$ cat config.mk
export PLATFORM = sky130hd
export DESIGN_NAME = spi_control_config_bank
export DESIGN_NICKNAME = d
export VERILOG_FILES = /design/src/spi_cfg_pkg.sv /design/src/spi_control_config_bank.sv /design/src/spi_sync_ack.sv
export VERILOG_INCLUDE_DIRS = /design/src
export SDC_FILE = /design/constraint.sdc
export NUM_CORES = 1
export LEC_CHECK = 0
export ABC_AREA = 1
export BUFFER_PORTS_ARGS = -buffer_cell sky130_fd_sc_hd__buf_2
export CAP_MARGIN = 25
export CELL_PAD_IN_SITES_DETAIL_PLACEMENT = 1
export CELL_PAD_IN_SITES_GLOBAL_PLACEMENT = 2
export CORE_MARGIN = 5
export CORE_UTILIZATION = 30
export CTS_CLUSTER_DIAMETER = 120
export DETAILED_ROUTE_END_ITERATION = 10
export HOLD_SLACK_MARGIN = 0.05
export MAX_ROUTING_LAYER = met4
export PLACE_DENSITY = 0.79
export SYNTH_ARGS = -nofsm -noshare
export SYNTH_HDL_FRONTEND = slang
export SYNTH_SLANG_ARGS = --single-unit
export TNS_END_PERCENT = 20
$ cat constraint.sdc
create_clock -name i_mclk -period 1.9 [get_ports i_mclk]
set_input_delay 0.095 -clock i_mclk [delete_from_list [all_inputs] [get_ports i_mclk]]
set_output_delay 0.095 -clock i_mclk [all_outputs]
set_load 0.01 [all_outputs]
$ cat src/spi_cfg_params.svh
// Register offsets, field positions, reset values and timing counts
`ifndef SPI_CFG_PARAMS_SVH
`define SPI_CFG_PARAMS_SVH
`define OFS_CONTROL_A      6'h00
`define OFS_CONTROL_B      6'h04
`define OFS_BAUD_DIVIDER   6'h0C
`define OFS_IRQ_EN_CLR     6'h14
`define OFS_IRQ_EN_SET     6'h16
`define OFS_IRQ_FLAGS      6'h18
`define OFS_STATUS_WORD    6'h1A
`define OFS_SYNC_BUSY      6'h1C
`define OFS_ADDRESS_MATCH  6'h24
`define OFS_DATA_PORT      6'h28
`define OFS_DEBUG_CONTROL  6'h30
`define RST_CONTROL_A      32'h0000_0000
`define CTRL_A_WMASK       32'h7F33_019E
`define BIT_SOFT_RESET     0
`define BIT_ENABLE         1
`define BIT_FRAME_FORMAT_SELECT_LO        24
`define BIT_PHASE          28
`define BIT_POLARITY       29
`define BIT_ORDER          30
`define BIT_DATA_IN_PAD_LO 20
`define BIT_MODE_LO        2
`define MODE_SLAVE         3'h2
`define MODE_MASTER        3'h3
`define FRAME_FORMAT_SELECT_PLAIN         4'h0
`define FRAME_FORMAT_SELECT_ADDR          4'h2
`define IRQ_DRE            0
`define IRQ_TXC            1
`define IRQ_RXC            2
`define IRQ_SSL            3
`define IRQ_ERROR          7
`define SYNC_STAGES        3
`endif

$ cat src/spi_cfg_pkg.sv
// Types shared by the SPI configuration bank
package spi_cfg_pkg;
   typedef logic [31:0] word_t;
   typedef logic [1:0]  xfer_mode_t;
   typedef enum logic [2:0] {
      ST_IDLE = 3'b001,
      ST_SYNC = 3'b010,
      ST_DONE = 3'b100
   } sync_state_t;
endpackage

$ cat src/spi_control_config_bank.sv
// SPI control and configuration bank with APB slave and frame address check
// Function
// - Byte, halfword and word accesses all accepted
// - Protected registers write only while disabled
// - Control A resets zero, protected, synchronized
// - Bit 30 selects MSB or LSB first
// - Bit 29 sets clock idle level
// - Bit 28 sets sample and change edges
// - Mode number is polarity then phase
// - Frame format field selects plain or addressed
// - Addressed frame compares first byte to match
// - Pad field routes one of four inputs
// - Routed input is MISO master, MOSI slave
// - Shape settings apply without synchronization busy
// - Synchronized registers cross before access completes
// - Mode field 2 slave, 3 master
// - Enable reads back, busy until done
// - Soft reset clears all but debug
// - Enable set and clear registers per bit
`timescale 1ns/10ps
`include "spi_cfg_params.svh"
module spi_control_config_bank (
   // Clock and reset
   input  wire logic               i_mclk,
   input  wire logic               i_rst,
   // APB slave
   input  wire logic               i_psel,
   input  wire logic               i_penable,
   input  wire logic               i_pwrite,
   input  wire logic [7:0]         i_paddr,
   input  wire logic [3:0]         i_pstrb,
   input  wire spi_cfg_pkg::word_t i_pwdata,
   output spi_cfg_pkg::word_t      o_prdata,
   output logic                    o_pready,
   output logic                    o_pslverr,
   // Write protection and link pins
   input  wire logic               i_write_protect,
   input  wire logic [3:0]         i_pad,
   input  wire logic               i_sck,
   input  wire logic               i_ss_n,
   // Status towards the data path and system
   output logic                    o_serial_data_input,
   output logic                    o_enabled,
   output logic                    o_bit_order_select,
   output logic                    o_addr_hit,
   output logic                    o_irq
);
   import spi_cfg_pkg::*;

   word_t       control_a_ff;
   word_t       control_b_ff;
   logic [7:0]  baud_ff;
   logic [7:0]  irq_en_ff;
   logic [7:0]  irq_flags_ff;
   word_t       addr_match_ff;
   logic [8:0]  data_ff;
   logic [7:0]  dbg_ff;
   logic        en_active_ff;
   logic        pend_en_ff;
   logic        pend_rst_ff;
   logic [2:0]  ss_sync_ff;
   logic [2:0]  sck_sync_ff;
   logic [3:0]  pad_s1_ff;
   logic [3:0]  pad_s2_ff;
   logic [2:0]  bit_cnt_ff;
   logic [7:0]  shift_ff;
   logic        first_ff;
   logic        access;
   logic        wr;
   logic        sync_busy;
   logic        sync_done;
   logic        sync_start;
   logic        reg_ok;
   logic        lead_edge;
   logic        trail_edge;
   logic        sample_edge;
   logic        ss_fall;
   logic        rx_bit;
   logic [7:0]  rx_byte;
   logic [7:0]  ev;
   logic        sync_held_ff;
   word_t       wmask;
   word_t       rdata;
   xfer_mode_t  xmode;

   // Byte lanes come from the strobes alone; the address low bits are not used
   assign access = i_psel && i_penable;
   assign wr     = access && i_pwrite && reg_ok;
   always_comb begin
      for (int b = 0; b < 4; b++) begin
         wmask[b*8 +: 8] = {8{i_pstrb[b]}};
      end
   end

   // Writes that set soft reset or change enable hold the bus until the crossing finishes
   assign sync_start = wr && !sync_busy && !sync_held_ff && !i_write_protect &&
                       (i_paddr[5:2] == 4'h0) && i_pstrb[0] &&
                       (i_pwdata[`BIT_SOFT_RESET] ||
                        (i_pwdata[`BIT_ENABLE] != control_a_ff[`BIT_ENABLE]));
   spi_sync_ack #(
      .STAGES(`SYNC_STAGES)
   ) i_spi_sync_ack (
      .i_mclk (i_mclk),
      .i_rst  (i_rst),
      .i_start(sync_start),
      .o_busy (sync_busy),
      .o_done (sync_done)
   );

   // An access whose crossing already ran must not start it again
   always_ff @(posedge i_mclk) begin
      if (i_rst) begin
         sync_held_ff <= 1'b0;
      end else if (sync_start) begin
         sync_held_ff <= 1'b1;
      end else if (o_pready) begin
         sync_held_ff <= 1'b0;
      end
   end

   // Synchronized writes wait until the crossing ends; others answer one cycle after access
   assign reg_ok = (i_paddr[7:6] == 2'h0);
   always_ff @(posedge i_mclk) begin
      if (i_rst) begin
         o_pready  <= 1'b0;
         o_pslverr <= 1'b0;
         o_prdata  <= 32'h0000_0000;
      end else begin
         o_pready  <= 1'b0;
         o_pslverr <= 1'b0;
         if (access && !o_pready && !sync_busy && !sync_start) begin
            o_pready  <= 1'b1;
            o_pslverr <= !reg_ok || (i_pwrite && pend_rst_ff && !sync_held_ff);
            o_prdata  <= rdata;
         end
      end
   end

   // Control A: enable-protected, write-protectable, soft reset wins
   always_ff @(posedge i_mclk) begin
      if (i_rst) begin
         control_a_ff <= `RST_CONTROL_A;
         pend_en_ff   <= 1'b0;
         pend_rst_ff  <= 1'b0;
      end else if (sync_done && pend_rst_ff) begin
         control_a_ff <= `RST_CONTROL_A;
         pend_rst_ff  <= 1'b0;
         pend_en_ff   <= 1'b0;
      end else if (wr && o_pready == 1'b0 && !sync_busy && !sync_held_ff &&
                   !i_write_protect && i_paddr[5:2] == 4'h0) begin
         if (i_pstrb[0] && i_pwdata[`BIT_SOFT_RESET]) begin
            control_a_ff[`BIT_SOFT_RESET] <= 1'b1;
            pend_rst_ff                   <= 1'b1;
         end else begin
            if (i_pstrb[0]) begin
               control_a_ff[`BIT_ENABLE] <= i_pwdata[`BIT_ENABLE];
               pend_en_ff <= i_pwdata[`BIT_ENABLE] != control_a_ff[`BIT_ENABLE];
            end
            if (!en_active_ff) begin
               control_a_ff <= ((control_a_ff & ~wmask) | (i_pwdata & wmask)) &
                               `CTRL_A_WMASK;
               control_a_ff[`BIT_ENABLE] <= i_pstrb[0] ? i_pwdata[`BIT_ENABLE]
                                                        : control_a_ff[`BIT_ENABLE];
            end
         end
      end else if (sync_done) begin
         pend_en_ff <= 1'b0;
      end
   end

   // Enable takes effect only when its crossing completes
   always_ff @(posedge i_mclk) begin
      if (i_rst) begin
         en_active_ff <= 1'b0;
      end else if (sync_done) begin
         en_active_ff <= pend_rst_ff ? 1'b0 : control_a_ff[`BIT_ENABLE];
      end
   end

   // Other registers; soft reset clears all but debug control
   always_ff @(posedge i_mclk) begin
      if (i_rst || (sync_done && pend_rst_ff)) begin
         control_b_ff  <= 32'h0000_0000;
         baud_ff       <= 8'h00;
         irq_en_ff     <= 8'h00;
         addr_match_ff <= 32'h0000_0000;
         data_ff       <= 9'h000;
      end else if (wr && !o_pready && !sync_busy && !pend_rst_ff) begin
         case (i_paddr[5:0] & 6'h3C)
            `OFS_CONTROL_B: begin
               if (!en_active_ff && !i_write_protect) begin
                  control_b_ff <= (control_b_ff & ~wmask) | (i_pwdata & wmask);
               end
            end
            `OFS_BAUD_DIVIDER: begin
               if (!en_active_ff && i_pstrb[0]) baud_ff <= i_pwdata[7:0];
            end
            `OFS_IRQ_EN_CLR: begin
               if (i_pstrb[0]) irq_en_ff <= irq_en_ff & ~i_pwdata[7:0];
               if (i_pstrb[2]) irq_en_ff <= irq_en_ff | i_pwdata[23:16];
            end
            `OFS_ADDRESS_MATCH: begin
               if (!en_active_ff) begin
                  addr_match_ff <= (addr_match_ff & ~wmask) | (i_pwdata & wmask);
               end
            end
            `OFS_DATA_PORT: begin
               if (i_pstrb[0]) data_ff[7:0] <= i_pwdata[7:0];
               if (i_pstrb[1]) data_ff[8]   <= i_pwdata[8];
            end
            default: ;
         endcase
      end
   end

   // Debug control survives soft reset
   always_ff @(posedge i_mclk) begin
      if (i_rst) begin
         dbg_ff <= 8'h00;
      end else if (wr && !o_pready && !sync_busy && !pend_rst_ff &&
                   i_paddr[5:0] == `OFS_DEBUG_CONTROL && i_pstrb[0]) begin
         dbg_ff <= {7'h00, i_pwdata[0]};
      end
   end

   // Read mux; narrow registers sit in their own byte lanes
   always_comb begin
      rdata = 32'h0000_0000;
      case (i_paddr[5:0] & 6'h3C)
         `OFS_CONTROL_A:     rdata = control_a_ff;
         `OFS_CONTROL_B:     rdata = control_b_ff;
         `OFS_BAUD_DIVIDER:  rdata = {24'h000000, baud_ff};
         `OFS_IRQ_EN_CLR:    rdata = {8'h00, irq_en_ff, 8'h00, irq_en_ff};
         `OFS_IRQ_FLAGS:     rdata = {16'h0000, 8'h00, irq_flags_ff};
         `OFS_SYNC_BUSY:     rdata = {29'h0, 1'b0, pend_en_ff, pend_rst_ff};
         `OFS_ADDRESS_MATCH: rdata = addr_match_ff;
         `OFS_DATA_PORT:     rdata = {23'h0, data_ff};
         `OFS_DEBUG_CONTROL: rdata = {24'h000000, dbg_ff};
         default:            rdata = 32'h0000_0000;
      endcase
   end

   // Pins pass two flip-flops; the third stage feeds edge detection
   always_ff @(posedge i_mclk) begin
      if (i_rst) begin
         sck_sync_ff <= 3'h0;
         ss_sync_ff  <= 3'h7;
         pad_s1_ff   <= 4'h0;
         pad_s2_ff   <= 4'h0;
      end else begin
         sck_sync_ff <= {sck_sync_ff[1:0], i_sck};
         ss_sync_ff  <= {ss_sync_ff[1:0], i_ss_n};
         pad_s1_ff   <= i_pad;
         pad_s2_ff   <= pad_s1_ff;
      end
   end

   assign xmode      = {control_a_ff[`BIT_POLARITY], control_a_ff[`BIT_PHASE]};
   // Leading edge leaves the idle level
   assign lead_edge  = (sck_sync_ff[2] == xmode[1]) && (sck_sync_ff[1] != xmode[1]);
   assign trail_edge = (sck_sync_ff[2] != xmode[1]) && (sck_sync_ff[1] == xmode[1]);
   assign sample_edge = xmode[0] ? trail_edge : lead_edge;
   assign ss_fall    = ss_sync_ff[2] && !ss_sync_ff[1];
   assign rx_bit     = pad_s2_ff[control_a_ff[`BIT_DATA_IN_PAD_LO +: 2]];
   assign rx_byte    = control_a_ff[`BIT_ORDER] ? {rx_bit, shift_ff[7:1]}
                                                : {shift_ff[6:0], rx_bit};

   // Slave receive of the first byte for address check
   always_ff @(posedge i_mclk) begin
      if (i_rst || ss_fall) begin
         bit_cnt_ff <= 3'h0;
         shift_ff   <= 8'h00;
         first_ff   <= 1'b1;
      end else if (en_active_ff && !ss_sync_ff[1] && sample_edge) begin
         shift_ff   <= rx_byte;
         bit_cnt_ff <= bit_cnt_ff + 3'h1;
         if (bit_cnt_ff == 3'h7) first_ff <= 1'b0;
      end
   end

   // Address hit: only the addressed format compares; others are plain
   always_ff @(posedge i_mclk) begin
      if (i_rst || ss_fall) begin
         o_addr_hit <= 1'b0;
      end else if (control_a_ff[`BIT_MODE_LO +: 3] == `MODE_SLAVE && en_active_ff &&
                   first_ff && bit_cnt_ff == 3'h7 && sample_edge && !ss_sync_ff[1]) begin
         o_addr_hit <= (control_a_ff[`BIT_FRAME_FORMAT_SELECT_LO +: 4] != `FRAME_FORMAT_SELECT_ADDR) ||
                       (rx_byte == addr_match_ff[7:0]);
      end
   end

   // Events: slave select low, receive complete, address error
   assign ev = {(first_ff && bit_cnt_ff == 3'h7 && sample_edge &&
                 control_a_ff[`BIT_FRAME_FORMAT_SELECT_LO +: 4] == `FRAME_FORMAT_SELECT_ADDR &&
                 rx_byte != addr_match_ff[7:0]),
                3'h0, ss_fall && en_active_ff,
                (bit_cnt_ff == 3'h7 && sample_edge && en_active_ff), 2'h0};

   // Sticky flags: set beats a write-one clear in the same cycle
   always_ff @(posedge i_mclk) begin
      if (i_rst || (sync_done && pend_rst_ff)) begin
         irq_flags_ff <= 8'h00;
      end else if (wr && !o_pready && (i_paddr[5:0] & 6'h3C) == `OFS_IRQ_FLAGS &&
                   i_pstrb[0]) begin
         irq_flags_ff <= (irq_flags_ff & ~i_pwdata[7:0]) | ev;
      end else begin
         irq_flags_ff <= irq_flags_ff | ev;
      end
   end

   // Registered outputs
   always_ff @(posedge i_mclk) begin
      if (i_rst) begin
         o_irq               <= 1'b0;
         o_enabled           <= 1'b0;
         o_bit_order_select  <= 1'b0;
         o_serial_data_input <= 1'b0;
      end else begin
         o_irq               <= |(irq_flags_ff & irq_en_ff);
         o_enabled           <= en_active_ff;
         o_bit_order_select  <= control_a_ff[`BIT_ORDER];
         o_serial_data_input <= rx_bit;
      end
   end


   property p_ctl_reset;
      @(posedge i_mclk) $rose(i_rst) |=> control_a_ff == 32'h0000_0000;
   endproperty
   a_ctl_reset: assert property (p_ctl_reset) else $error("control A not cleared");
   property p_protect;
      @(posedge i_mclk) disable iff (i_rst)
      en_active_ff && !sync_done |=> $stable(control_a_ff[31:24]);
   endproperty
   a_protect: assert property (p_protect) else $error("protected field changed");
   property p_en_busy;
      @(posedge i_mclk) disable iff (i_rst)
      sync_start && !i_pwdata[0] |=> pend_en_ff ##[1:6] !pend_en_ff;
   endproperty
   a_en_busy: assert property (p_en_busy) else $error("enable busy stuck");
   property p_en_follow;
      @(posedge i_mclk) disable iff (i_rst)
      sync_done && !pend_rst_ff |=> en_active_ff == control_a_ff[1];
   endproperty
   a_en_follow: assert property (p_en_follow) else $error("enable not applied");
   property p_soft_reset_trigger;
      @(posedge i_mclk) disable iff (i_rst)
      sync_done && pend_rst_ff |=> control_a_ff == 32'h0 && !en_active_ff;
   endproperty
   a_soft_reset_trigger: assert property (p_soft_reset_trigger) else $error("soft reset incomplete");
   property p_irq;
      @(posedge i_mclk) disable iff (i_rst)
      |(irq_flags_ff & irq_en_ff) |=> o_irq;
   endproperty
   a_irq: assert property (p_irq) else $error("irq not raised");
   property p_route;
      @(posedge i_mclk) disable iff (i_rst)
      ##1 o_serial_data_input == $past(pad_s2_ff[control_a_ff[21:20]]);
   endproperty
   a_route: assert property (p_route) else $error("data input route wrong");
   property p_ready_once;
      @(posedge i_mclk) disable iff (i_rst) o_pready |=> !o_pready;
   endproperty
   a_ready_once: assert property (p_ready_once) else $error("pready held");
   c_soft_reset_trigger: cover property (@(posedge i_mclk) sync_done && pend_rst_ff);
   c_hit: cover property (@(posedge i_mclk) $rose(o_addr_hit));
   c_irq: cover property (@(posedge i_mclk) $rose(o_irq));
endmodule

$ cat src/spi_sync_ack.sv
// Handshake that models the write crossing into the peripheral domain
`timescale 1ns/10ps
`include "spi_cfg_params.svh"
module spi_sync_ack #(
   parameter int STAGES = `SYNC_STAGES
) (
   // Clock and reset
   input  wire logic i_mclk,
   input  wire logic i_rst,
   // Request and completion
   input  wire logic i_start,
   output logic      o_busy,
   output logic      o_done
);
   import spi_cfg_pkg::*;
   sync_state_t    state_ff;
   logic [3:0]     cnt_ff;
   // Counter is four bits wide
   if (STAGES < 1 || STAGES > 15) begin
      $error("STAGES out of range");
   end
   always_ff @(posedge i_mclk) begin
      if (i_rst) begin
         state_ff <= ST_IDLE;
         cnt_ff   <= 4'h0;
         o_done   <= 1'b0;
      end else begin
         o_done <= 1'b0;
         case (state_ff)
            ST_IDLE: begin
               if (i_start) begin
                  state_ff <= ST_SYNC;
                  cnt_ff   <= 4'(STAGES);
               end
            end
            ST_SYNC: begin
               cnt_ff <= cnt_ff - 4'h1;
               if (cnt_ff == 4'h1) begin
                  state_ff <= ST_DONE;
               end
            end
            ST_DONE: begin
               o_done   <= 1'b1;
               state_ff <= ST_IDLE;
            end
            default: state_ff <= ST_IDLE;
         endcase
      end
   end
   assign o_busy = (state_ff != ST_IDLE);
endmodule

==> implementation parameters, run 1 <==
Parameter                              Value

Run status
  Outcome    complete, no violations

Timing
  Total negative slack    0 ps
  Clock period minus worst slack    1820 ps
  Final worst clock skew    9.13 ps
  Remaining max-slew budget at the tightest pin    0.652
  Final setup fails    0
  RSZ-0062 raised after global routing    true
  Number of endpoints with negative hold slack in the final report    0
  Achievable frequency    548 MHz
  Share of the clock period used by the worst path after layout    0.960
  Measured slew at the worst slew-check pin    518 ps
  Total count of max-transition violations in the final report    0

Synthesis
  Number of distinct standard cells referenced by the synthesized netlist    38
  Synth Register Bits    193
  Cell area after synthesis    0.00858 mm²
  Seq/Total Area, Yosys    0.450
  Mean area per synthesized cell    6.97 µm²
  Most area-hungry cell type in the Yosys netlist    sky130_fd_sc_hd__dfxtp_1
  Synthesis warning total    0
  Top cell type's share of synthesized area    0.450
  Net count after synthesis    1,291
  Synth top area cells    sky130_fd_sc_hd__dfxtp_1, sky130_fd_sc_hd__nand2_1, sky130_fd_sc_hd__nor2_1
  Cells after Synth    1,231

Worst setup path
  Worst path arrival time    2160 ps
  Stage delay of the slowest cell on the critical path    520 ps
  Worst setup EP type    flip-flop
  Worst path cell trace    dlygate4sd3_1 -> buf_2 -> nand3_1 -> nor2_2 -> nand2_1 -> nor2_2 -> nand2_2 -> nor3_4 -> buf_12 -> nand2_1 -> nand2_1 -> a21oi_1
  WS Path Type    input port to flip-flop
  Largest fanout on the critical path    35
  Max stage delay cell, worst path    sky130_fd_sc_hd__dlygate4sd3_1
  Required time of the critical path    2230 ps
  Most common cell on crit path    sky130_fd_sc_hd__nand2_1
  Largest delay share family, worst path    simple AND/OR/NAND/NOR gates
  Total buffers and inverters traversed by the critical path    3
  Startpoint kind of the worst setup timing path    input port

Min path
  Worst Hold Class    input port to flip-flop

Finish
  Area Overhead vs Synth    23.9%
  Nets    1,427
  Diode insertion count for antenna repair    0
  Count of non-filler cells in the finished layout    1,764
  Fraction of layout cells with a size suffix above 1    0.137

Floorplanning
  Overall die area    0.0321 mm²
  Cell row count    62
  Placeable core region    0.0285 mm²
  Die extent in x    179 µm
  Starting Density    0.301
  Die height    179 µm
  Number of top-level pins    95

Placement
  Routability Congestion    0.864
  Cell Count Post-Placement    1,688
  Half-perimeter wire length after placement    22,200 µm
  Number of buffer cells added on primary ports    94

Clock tree
  Number of CTS-inserted buffers    17
  # H-tree levels    4
  Root buffer cell    sky130_fd_sc_hd__clkbuf_16
  CTS tree    yes
  Clock-pin slew on the worst setup and hold paths    70 ps
  Number of sinks driven by the clock tree    193
  CTS Buffer Depth    2
  Setup bufs post-CTS    0
  Clock insertion delay at the later pin of the skew report    450 ps

Global route
  Initial antenna violation count    0
  Via count of the first global-routing pass    8,584
  Global Route Usage Sum    0.200
  Sum of overflow across all layers after global routing    0
  Largest net degree at the start of global routing    40
  Wire length of the first global-routing pass    48,300 µm

Routing
  Detailed-route DRC error count    0
  Detailed-route via count    8,504
  Number of optimization iterations in the first detailed-route pass    5
  Vias per cell    4.82
  Final wirelength    30,800 µm
  Wire length per cell after detailed routing    17.4 µm
  Drt initial violations    426
  Antenna Nets Post-Route    0

Pwr
  Worst IR Drop VDD    0.563 mV
  Cell Pwr Density    765 mW/mm²
  Reported leakage power    4.45 nW

Job
  Max Cap Violations    0
==> cell families after synthesis <==
kind of cell | count (synthesis) | synth area share
simple gates | 615 | 0.305
compound gates | 212 | 0.139
buf+inv | 204 | 0.0965
flops | 193 | 0.450
fa+ha+maj | 4 | 0.00583
xor+xnor | 3 | 0.00306
==> cell usage after synthesis (all sizes together) <==
cell type and n:
nand2 312, dfxtp 193, nor2 168, inv 149, a21oi 108, nand3 105, o21ai 53, buf 28
clkbuf 27, a211oi 19, nand4 13, o22ai 13, nor3 10, o221ai 8, o2111ai 5, ha 4
o211ai 3, or2 3, a221oi 2, nand3b 2, nor4 2, xnor2 2, o41ai 1, xor2 1
==> metal layers <==
metal | vias up | share of wire | GRT usage
met5 | - | 0 | -
met4 | 0 | 0.014 | 0.0476
met3 | 22 | 0.032 | 0.0276
met2 | 142 | 0.48 | 0.332
met1 | 4110 | 0.47 | 0.261
li1 | 4230 | - | -
==> cell usage in the layout, fill, tap and decap left out, types with 17 or more instances in the layout <==
master                          synthesis  layout
sky130_fd_sc_hd__a211oi_1              19      19
sky130_fd_sc_hd__a21oi_1              108     108
sky130_fd_sc_hd__buf_2                 19      94
sky130_fd_sc_hd__buf_4                  4      27
sky130_fd_sc_hd__clkbuf_16              0      17
sky130_fd_sc_hd__dfxtp_1              193     193
sky130_fd_sc_hd__dlygate4sd3_1          0      44
sky130_fd_sc_hd__inv_1                148     147
sky130_fd_sc_hd__nand2_1              308     306
sky130_fd_sc_hd__nand3_1               98      98
sky130_fd_sc_hd__nor2_1               160     159
sky130_fd_sc_hd__o21ai_0               52      52
==> through the flow <==
| stage | util | instance area (µm²) | total power [W] | hold slack [ps] | worst slack, ps |
|---|---|---|---|---|---|
| 6_report | 0.373 | 10600 | 0.00814 | 75.9 | 75.2 |
| 5_1_grt | 0.373 | 10600 | 0.00845 | 79.6 | -148 |
| 4_1_cts | 0.373 | 10600 | 0.00825 | 62.6 | 62.7 |
| 3_5_place_dp | 0.337 | 9610 | 0.00457 | 302 | 39.1 |
| 3_3_place_gp | 0.337 | 9610 | 0.00457 | 286 | 35.1 |
| 2_1_floorplan | - | 8580 | 0.00434 | 193 | 406 |
==> cell type report <==
type	count	area, µm²
multi-input cells	834	3910
repair buffers	172	1240
clock inverters	14	141
inverters	149	559
fillers	3625	17800
clock buffers	18	429
flip-flops and latches	193	3860
well taps	384	480
==> report_power, final <==
part / total (W) / leakage (nW) / switching, W / internal [W]
sequential: 0.00406 / 1.56 / 0.00000559 / 0.00406
clock: 0.00359 / 0.278 / 0.00183 / 0.00175
combinational: 0.000488 / 2.61 / 0.000317 / 0.000171
==> worst reg2reg max path, cell delays in order, from the launching register on <==
cell and delay (ps):
sky130_fd_sc_hd__dfxtp_1 320, sky130_fd_sc_hd__inv_1 80, sky130_fd_sc_hd__nand3_2 140, sky130_fd_sc_hd__nor2_2 180, sky130_fd_sc_hd__nand2_2 110, sky130_fd_sc_hd__nor3_4 170, sky130_fd_sc_hd__buf_12 230, sky130_fd_sc_hd__nand2_1 280
sky130_fd_sc_hd__nand2_1 130, sky130_fd_sc_hd__a21oi_1 60
==> path summary, 6_finish.rpt <==
| path | from | to | slack (ps) | cells after the start |
|---|---|---|---|---|
| setup / recovery | i_pwrite | flip-flop | 80 | 12 |
| hold / removal | i_paddr[7] | o_pslverr | 80 | 5 |
| setup reg to reg | i_spi_sync_ack.state_ff[1] | flip-flop | 80 | 9 |
| hold reg to reg | pad_s1_ff[3] | pad_s2_ff[3] | 400 | 2 |
==> what timing repair did <==
| action | in CTS | in global routing |
|---|---|---|
| setup endpoints to repair | 0 | 84 |
| gates resized for setup | 0 | 4 |
| endpoints found under the hold margin | 100 | 0 |
| hold buffers | 44 | 0 |
(Power assumes the default switching activity.)
==> run 2, diff against run 1 <==
--- a/config.mk
+++ b/config.mk
@@ -6,7 +6,6 @@
 export SDC_FILE = /design/constraint.sdc
 export NUM_CORES = 1
 export LEC_CHECK = 0
-export ABC_AREA = 1
 export BUFFER_PORTS_ARGS = -buffer_cell sky130_fd_sc_hd__buf_2
 export CAP_MARGIN = 25
 export CELL_PAD_IN_SITES_DETAIL_PLACEMENT = 1
@@ -17,7 +16,7 @@
 export DETAILED_ROUTE_END_ITERATION = 10
 export HOLD_SLACK_MARGIN = 0.05
 export MAX_ROUTING_LAYER = met4
-export PLACE_DENSITY = 0.79
+export PLACE_DENSITY = 0.74
 export SYNTH_ARGS = -nofsm -noshare
 export SYNTH_HDL_FRONTEND = slang
 export SYNTH_SLANG_ARGS = --single-unit
==> run 2 against run 1 <==
  * Global-route usage decreased by 0.41 points
  * Synthesized cell count down 23%
  * Clock-buffer cell count is 4 higher
  * The flow now finishes with violations (setup timing)
  * Register-to-register slack got worse by 210 ps
  * First-iteration DRC count fell by 4.0%
  * Via count decreased by 6.3%
  * Worst hold slack gained 17 ps
  * Worst setup slack lost 210 ps
  * Highest routed layer unchanged
  * Final area up 8.2%
  * Routed wire length down 2.7%
  * Final cell count down 13%
==> implementation parameters, run 2 <==
Parameter                              Value

Run status
  Outcome    complete, but fails checks (was complete, no violations)
  Violated checks    setup timing

Synthesis
  Synthesis warning total    0 (unchanged)
  Most used standard cells in the synthesized netlist    sky130_fd_sc_hd__dfxtp_1, sky130_fd_sc_hd__nand2_1, sky130_fd_sc_hd__a21oi_1, sky130_fd_sc_hd__nor2_1, sky130_fd_sc_hd__mux2i_1 (was sky130_fd_sc_hd__nand2_1, sky130_fd_sc_hd__dfxtp_1, sky130_fd_sc_hd__nor2_1, sky130_fd_sc_hd__inv_1, sky130_fd_sc_hd__a21oi_1)
  Most area-hungry cell type in the Yosys netlist    sky130_fd_sc_hd__dfxtp_1 (unchanged)
  Mean area per synthesized cell    8.81 µm² (was 6.97 µm²)
  Post-synth EDFFs    0 (unchanged)
  Synth top area cells    sky130_fd_sc_hd__dfxtp_1, sky130_fd_sc_hd__nand2_1, sky130_fd_sc_hd__a21oi_1 (was sky130_fd_sc_hd__dfxtp_1, sky130_fd_sc_hd__nand2_1, sky130_fd_sc_hd__nor2_1)
  Cells after Synth    948 (was 1,231)
  Library cell with the highest instance count after synthesis    sky130_fd_sc_hd__dfxtp_1 (was sky130_fd_sc_hd__nand2_1)
  Seq/Total Area, Yosys    0.463 (was 0.450)
  Number of distinct standard cells referenced by the synthesized netlist    65 (was 38)
  FFs w/ async S/R, synth    0 (unchanged)
  Net count after synthesis    1,008 (was 1,291)
  Primary flip-flop cell chosen by synthesis mapping    sky130_fd_sc_hd__dfxtp_1 (unchanged)
  Cell area after synthesis    0.00835 mm² (was 0.00858 mm²)
  Synth Register Bits    193 (unchanged)
  Top cell type's share of synthesized area    0.463 (was 0.450)

Global route
  Largest net degree at the start of global routing    65 (was 40)
  Met2 usage    0.322 (was 0.332)
  Sum of overflow across all layers after global routing    0 (unchanged)
  Wire length of the first global-routing pass    47,100 µm (was 48,300 µm)
  Global Route Usage Sum    0.196 (was 0.200)
  Global Route met1 Usage    0.252 (was 0.261)
  Initial antenna violation count    0 (unchanged)
  Layer with the highest usage after global routing    met2 (unchanged)
  Via count of the first global-routing pass    8,297 (was 8,584)
  GR Util met3    0.0269 (was 0.0276)

Routing
  Drt initial violations    409 (was 426)
  Vias per cell    5.17 (was 4.82)
  Final wirelength    29,900 µm (was 30,800 µm)
  Wire length per cell after detailed routing    19.4 µm (was 17.4 µm)
  Detailed-route DRC error count    0 (unchanged)
  Antenna Nets Post-Route    0 (unchanged)
  Number of optimization iterations in the first detailed-route pass    5 (unchanged)
  Detailed-route via count    7,964 (was 8,504)

Pwr
  Reported leakage power    4.37 nW (was 4.45 nW)
  Worst IR Drop VDD    0.606 mV (was 0.563 mV)
  Final Total Pwr    0.00837 W (was 0.00814 W)
  Cell Pwr Density    727 mW/mm² (was 765 mW/mm²)

Clock tree
  # H-tree levels    4 (unchanged)
  CTS tree    yes (unchanged)
  Number of sinks driven by the clock tree    193 (unchanged)
  Root buffer cell    sky130_fd_sc_hd__clkbuf_16 (unchanged)
  Number of CTS-inserted buffers    17 (unchanged)
  Clock-pin slew on the worst setup and hold paths    70 ps (about the same)
  Clock insertion delay at the later pin of the skew report    430 ps (was 450 ps)
  CTS Buffer Depth    2 (unchanged)

Worst setup path
  Worst path arrival time    2360 ps (was 2160 ps)
  FF-to-FF Start    o_pready (was i_spi_sync_ack.state_ff[1])
  Setup slack of the worst register-to-register path    -130 ps (was 80 ps)
  Number of cells traversed by the worst register-to-register path    7 (was 9)
  Largest fanout on the critical path    23 (was 35)
  Worst setup EP type    flip-flop (unchanged)
  Startpoint kind of the worst setup timing path    flip-flop (was input port)
  WS Path Type    flip-flop to flip-flop (was input port to flip-flop)
  Required time of the critical path    2220 ps (was 2230 ps)

Finish
  Leading cell type in the layout, fill and taps excluded    sky130_fd_sc_hd__dfxtp_1 (was sky130_fd_sc_hd__nand2_1)
  Nets    1,209 (was 1,427)
  Layout filler cell count    3,222 (was 3,625)
  Fraction of layout cells with a size suffix above 1    0.295 (was 0.137)
  Diode insertion count for antenna repair    0 (unchanged)
  Area Overhead vs Synth    37.8% (was 23.9%)
  Commonest non-fill, non-tap cells in the layout    sky130_fd_sc_hd__dfxtp_1, sky130_fd_sc_hd__nand2_1, sky130_fd_sc_hd__buf_2 (was sky130_fd_sc_hd__nand2_1, sky130_fd_sc_hd__dfxtp_1, sky130_fd_sc_hd__nor2_1)

Placement
  Half-perimeter wire length after placement    20,700 µm (was 22,200 µm)
  Routability Congestion    0.890 (was 0.864)
  Number of buffer cells added on primary ports    94 (unchanged)
  Post-Place Worst Slack    -212 ps (was 39.1 ps)

Timing
  RSZ-0062 raised after global routing    true (unchanged)
  Final worst slack    -133 ps (was 75.2 ps)
  Share of the clock period used by the worst path after layout    1.07 (was 0.960)
  Total count of max-transition violations in the final report    0 (unchanged)
  Number of endpoints with negative hold slack in the final report    0 (unchanged)
  Remaining max-slew budget at the tightest pin    0.479 (was 0.652)
  Measured slew at the worst slew-check pin    775 ps (was 518 ps)
  Clock period minus worst slack    2030 ps (was 1820 ps)
  Final setup fails    118 (was 0)
  Final worst clock skew    7.94 ps (was 9.13 ps)
  Achievable frequency    492 MHz (was 548 MHz)
  Total negative slack    -7840 ps (was 0 ps)

Floorplanning
  Number of top-level pins    95 (unchanged)
  Starting Density    0.302 (was 0.301)
  Die extent in x    177 µm (was 179 µm)
  Overall die area    0.0313 mm² (was 0.0321 mm²)
  Cell row count    61 (was 62)
  Die height    177 µm (was 179 µm)
  Placeable core region    0.0276 mm² (was 0.0285 mm²)

Min path
  Worst Hold Class    input port to flip-flop (unchanged)
  Hold endpoint    o_pslverr (unchanged)
  Min-Delay Startpoint    i_pwrite (was i_paddr[7])
  Number of stages on the worst hold path    4 (was 5)

Job
  Max Cap Violations    0 (unchanged)
## run 2: cell types whose count changed after synthesis, moves of 13 or more
cell                        delta
sky130_fd_sc_hd__nand3_1      -82
sky130_fd_sc_hd__a22o_1       +16
sky130_fd_sc_hd__a22oi_1      +18
sky130_fd_sc_hd__o22ai_1      -13
sky130_fd_sc_hd__inv_1       -140
sky130_fd_sc_hd__mux2i_1      +48
sky130_fd_sc_hd__o2bb2ai_1    +21
sky130_fd_sc_hd__nand2_1     -137
sky130_fd_sc_hd__clkbuf_1     +20
sky130_fd_sc_hd__o21ai_0      -30
sky130_fd_sc_hd__nor2_1      -104
sky130_fd_sc_hd__nor2b_1      +25
## run 2: layout make-up
class                           instances  area, µm²  share of cell area
Sequential cell                       193       3870               0.336
Timing Repair Buffer                  251       2010               0.174
Multi-Input combinational cell        678       4550               0.395
Clock inverter                          9        106             0.00924
Clock buffer                           22        474              0.0412
Inverter                                8       30.0             0.00261
Tap cell                              378        473              0.0411
## run 2: metrics by stage
step | instances | area [µm²] | hold WS [ps] | util
global placement | 1457 | 9970 | 282 | 0.361
CTS | 1536 | 11100 | 54.8 | 0.402
global route | 1539 | 11500 | 109 | 0.417
floorplan | 948 | 8360 | 182 | -
finish | 1539 | 11500 | 93.1 | 0.417
detailed placement | 1457 | 9970 | 284 | 0.361
## run 2: repair_timing
item                                    in CTS  in global routing
endpoints found under the hold margin       92                  0
endpoints found under the setup margin     140                142
resized for setup                           20                 92
gates cloned                                 2                  0
buffers inserted                             5                  5
pin swaps                                    7                 63
hold buffers                                41                  0
## run 2: worst max-delay path by stage
stage / startpoint / to / cells after the start
CTS: i_spi_sync_ack.state_ff[1] / flip-flop / 6
global route: i_spi_sync_ack.state_ff[1] / flip-flop / 8
global placement: i_spi_sync_ack.state_ff[2] / flip-flop / 7
detailed placement: i_spi_sync_ack.state_ff[2] / flip-flop / 7
floorplan: i_spi_sync_ack.state_ff[2] / flip-flop / 7
finish: o_pready / flip-flop / 7
## run 2: logic make-up after synthesis
family                   Yosys count  synth area share
buffers and inverters             77            0.0399
multiplexers                      52            0.0643
AND/OR/NAND/NOR                  342             0.195
AO/OA/AOI/OAI                    261             0.212
XOR/XNOR                          19            0.0199
adder cells (fa/ha/maj)            4           0.00599
flip-flops                       193             0.463
## run 2: metal layers
layer / share of wire / up-vias
met2: 0.49 / 175
met3: 0.034 / 37
met4: 0.020 / 0
met5: 0 / -
li1: - / 3813
met1: 0.45 / 3939
## run 2: power by group
group / total (W) / internal, W / switching (W) / leakage (nW)
Combinational: 0.000656 / 0.000264 / 0.000393 / 2.52
Sequential: 0.00407 / 0.00406 / 0.00000759 / 1.56
Clock: 0.00365 / 0.00204 / 0.00161 / 0.290
Total: 0.00837 / 0.00636 / 0.00201 / 4.37
## run 2: worst max-delay path, stage by stage (launching register included)
cell and delay [ps]:
sky130_fd_sc_hd__dfxtp_2 340, sky130_fd_sc_hd__nand3b_1 250, sky130_fd_sc_hd__buf_4 190, sky130_fd_sc_hd__or3_4 360
sky130_fd_sc_hd__nor4b_4 280, sky130_fd_sc_hd__buf_12 200, sky130_fd_sc_hd__a21oi_1 80, sky130_fd_sc_hd__a41o_1 220
==> run 3, diff against run 2 <==
--- a/config.mk
+++ b/config.mk
@@ -11,12 +11,12 @@
 export CELL_PAD_IN_SITES_DETAIL_PLACEMENT = 1
 export CELL_PAD_IN_SITES_GLOBAL_PLACEMENT = 2
 export CORE_MARGIN = 5
-export CORE_UTILIZATION = 30
+export CORE_UTILIZATION = 36
 export CTS_CLUSTER_DIAMETER = 120
 export DETAILED_ROUTE_END_ITERATION = 10
 export HOLD_SLACK_MARGIN = 0.05
 export MAX_ROUTING_LAYER = met4
-export PLACE_DENSITY = 0.74
+export PLACE_DENSITY = 0.81
 export SYNTH_ARGS = -nofsm -noshare
 export SYNTH_HDL_FRONTEND = slang
 export SYNTH_SLANG_ARGS = --single-unit
==> run 3 against run 2 <==
  * The flow still finishes with violations (setup timing)
  * Worst setup slack got worse by 8.6 ps
  * Sequential power barely moved
  * Final area fell by 3.6%
  * Sequential share of layout area rose by 1.2 points
  * Core utilization rose by 7.2 points
  * Largest cell class unchanged
  * Final cell count fell by 7.1%
  * Global-route usage rose by 2.6 points
==> implementation parameters, run 3 (same netlist as run 2, synthesis figures left out) <==
Parameter                              Value

Routing
  Number of optimization iterations in the first detailed-route pass    5 (unchanged)
  Final wirelength    29,200 µm (was 29,900 µm)
  Wire length per cell after detailed routing    20.4 µm (was 19.4 µm)
  Drt initial violations    535 (was 409)
  Detailed-route via count    7,909 (was 7,964)
  Detailed-route DRC error count    0 (unchanged)
  Antenna Nets Post-Route    0 (unchanged)
  Vias per cell    5.53 (was 5.17)

Timing
  RSZ-0062 raised after global routing    true (unchanged)
  Measured slew at the worst slew-check pin    726 ps (was 775 ps)
  Final worst slack    -142 ps (was -133 ps)
  Clock period minus worst slack    2040 ps (was 2030 ps)
  Share of the clock period used by the worst path after layout    1.07 (about the same)
  Number of endpoints with negative hold slack in the final report    0 (unchanged)
  Achievable frequency    490 MHz (was 492 MHz)
  Final worst hold slack    94.6 ps (was 93.1 ps)
  Total count of max-transition violations in the final report    0 (unchanged)
  Final setup fails    93 (was 118)
  Final worst clock skew    12.4 ps (was 7.94 ps)
  Remaining max-slew budget at the tightest pin    0.512 (was 0.479)

Finish
  Nets    1,191 (was 1,209)
  Area Overhead vs Synth    32.9% (was 37.8%)
  Commonest non-fill, non-tap cells in the layout    sky130_fd_sc_hd__dfxtp_1, sky130_fd_sc_hd__nand2_1, sky130_fd_sc_hd__buf_2 (unchanged)
  Leading cell type in the layout, fill and taps excluded    sky130_fd_sc_hd__dfxtp_1 (unchanged)
  Area of all placed cells without fillers    0.0111 mm² (was 0.0115 mm²)
  Count of non-filler cells in the finished layout    1,430 (was 1,539)
  Fraction of layout cells with a size suffix above 1    0.254 (was 0.295)

Clock tree
  Root buffer cell    sky130_fd_sc_hd__clkbuf_16 (unchanged)
  CTS Buffer Depth    2 (unchanged)
  Clock-pin slew on the worst setup and hold paths    80 ps (was 70 ps)
  Number of CTS-inserted buffers    17 (unchanged)
  # H-tree levels    4 (unchanged)
  Number of sinks driven by the clock tree    193 (unchanged)
  Clock insertion delay at the later pin of the skew report    440 ps (was 430 ps)
  CTS tree    yes (unchanged)

Floorplanning
  Overall die area    0.0263 mm² (was 0.0313 mm²)
  Cell row count    55 (was 61)
  Die extent in x    162 µm (was 177 µm)
  Number of top-level pins    95 (unchanged)
  Placeable core region    0.0227 mm² (was 0.0276 mm²)
  Die height    162 µm (was 177 µm)
  Starting Density    0.368 (was 0.302)

Placement
  Half-perimeter wire length after placement    19,700 µm (was 20,700 µm)
  Routability Congestion    0.869 (was 0.890)
  Post-Place Cell Area    0.00972 mm² (was 0.00997 mm²)
  Cell Count Post-Placement    1,346 (was 1,457)
  Post-Place Worst Slack    -196 ps (was -212 ps)
  Number of buffer cells added on primary ports    94 (unchanged)

Pwr
  Worst IR Drop VDD    0.420 mV (was 0.606 mV)
  Cell Pwr Density    749 mW/mm² (was 727 mW/mm²)
  Reported leakage power    4.24 nW (was 4.37 nW)
  Final Total Pwr    0.00832 W (was 0.00837 W)

Worst setup path
  Startpoint kind of the worst setup timing path    flip-flop (unchanged)
  WS Path Type    flip-flop to flip-flop (unchanged)
  Largest fanout on the critical path    6 (was 23)
  Required time of the critical path    2230 ps (was 2220 ps)
  Worst path arrival time    2370 ps (was 2360 ps)
  Worst setup EP type    flip-flop (unchanged)

Global route
  Global Route met1 Usage    0.280 (was 0.252)
  Largest net degree at the start of global routing    91 (was 65)
  Met2 usage    0.368 (was 0.322)
  Layer with the highest usage after global routing    met2 (unchanged)
  GR Util met3    0.0396 (was 0.0269)
  Wire length of the first global-routing pass    45,400 µm (was 47,100 µm)
  Initial antenna violation count    1 (was 0)
  Via count of the first global-routing pass    8,235 (was 8,297)
  Global Route Usage Sum    0.223 (was 0.196)
  Sum of overflow across all layers after global routing    0 (unchanged)

Job
  Max Cap Violations    0 (unchanged)

Run status
  Violated checks    setup timing (unchanged)
  Outcome    complete, but fails checks (unchanged)

Min path
  Worst Hold Class    input port to flip-flop (unchanged)
-- run 3: through the flow --
stage	utilization	TNS, ps
floorplan	-	-3350
global placement	0.428	-5790
detailed placement	0.428	-11340
CTS	0.479	-7140
global route	0.489	-13980
finish	0.489	-4720
-- run 3: final timing paths --
kind	startpoint	end	slack, ps	cells past startpoint
hold / removal	i_pwdata[0]	irq_en_ff[0]	90	3
setup reg to reg	i_spi_sync_ack.state_ff[2]	flip-flop	-140	7
setup / recovery	i_spi_sync_ack.state_ff[2]	flip-flop	-140	7
hold reg to reg	ss_sync_ff[0]	ss_sync_ff[1]	420	1
-- run 3: routing by layer --
layer  vias up  wire length [µm]
li1       3778                 -
met5         -                 0
met3        41              1210
met4         0               546
met2       182             14300
met1      3908             13100
-- run 3: where the power goes --
group	leakage [nW]	switching (W)	internal (W)
clock	0.291	0.00174	0.00190
combinational	2.39	0.000368	0.000241
sequential	1.56	0.00000757	0.00406
-- run 3: cell type report --
type	instances	area, µm²
antenna	1	2.50
clock buffer	19	443
clock inverter	13	143
fill	2618	11600
inverter	8	30.0
multi-input combinational	678	4390
sequential	193	3870
tap	285	357
timing repair buffer	233	1860
-- run 3: critical path, stage by stage, from the launching register on --
cell	delay (ps)
sky130_fd_sc_hd__dfxtp_2	320
sky130_fd_sc_hd__or3b_4	390
sky130_fd_sc_hd__or3_4	400
sky130_fd_sc_hd__nor4b_4	230
sky130_fd_sc_hd__buf_6	170
sky130_fd_sc_hd__clkbuf_16	150
sky130_fd_sc_hd__a21oi_1	70
sky130_fd_sc_hd__a41o_1	210
-- run 3: repair_timing --
| item | in CTS | in global routing |
|---|---|---|
| gates cloned | 1 | 2 |
| endpoints found under the setup margin | 140 | 142 |
| hold buffers | 42 | 0 |
| gates resized for setup | 27 | 36 |
| pin swaps | 12 | 14 |
| endpoints found under the hold margin | 92 | 0 |
| buffers inserted | 3 | 3 |
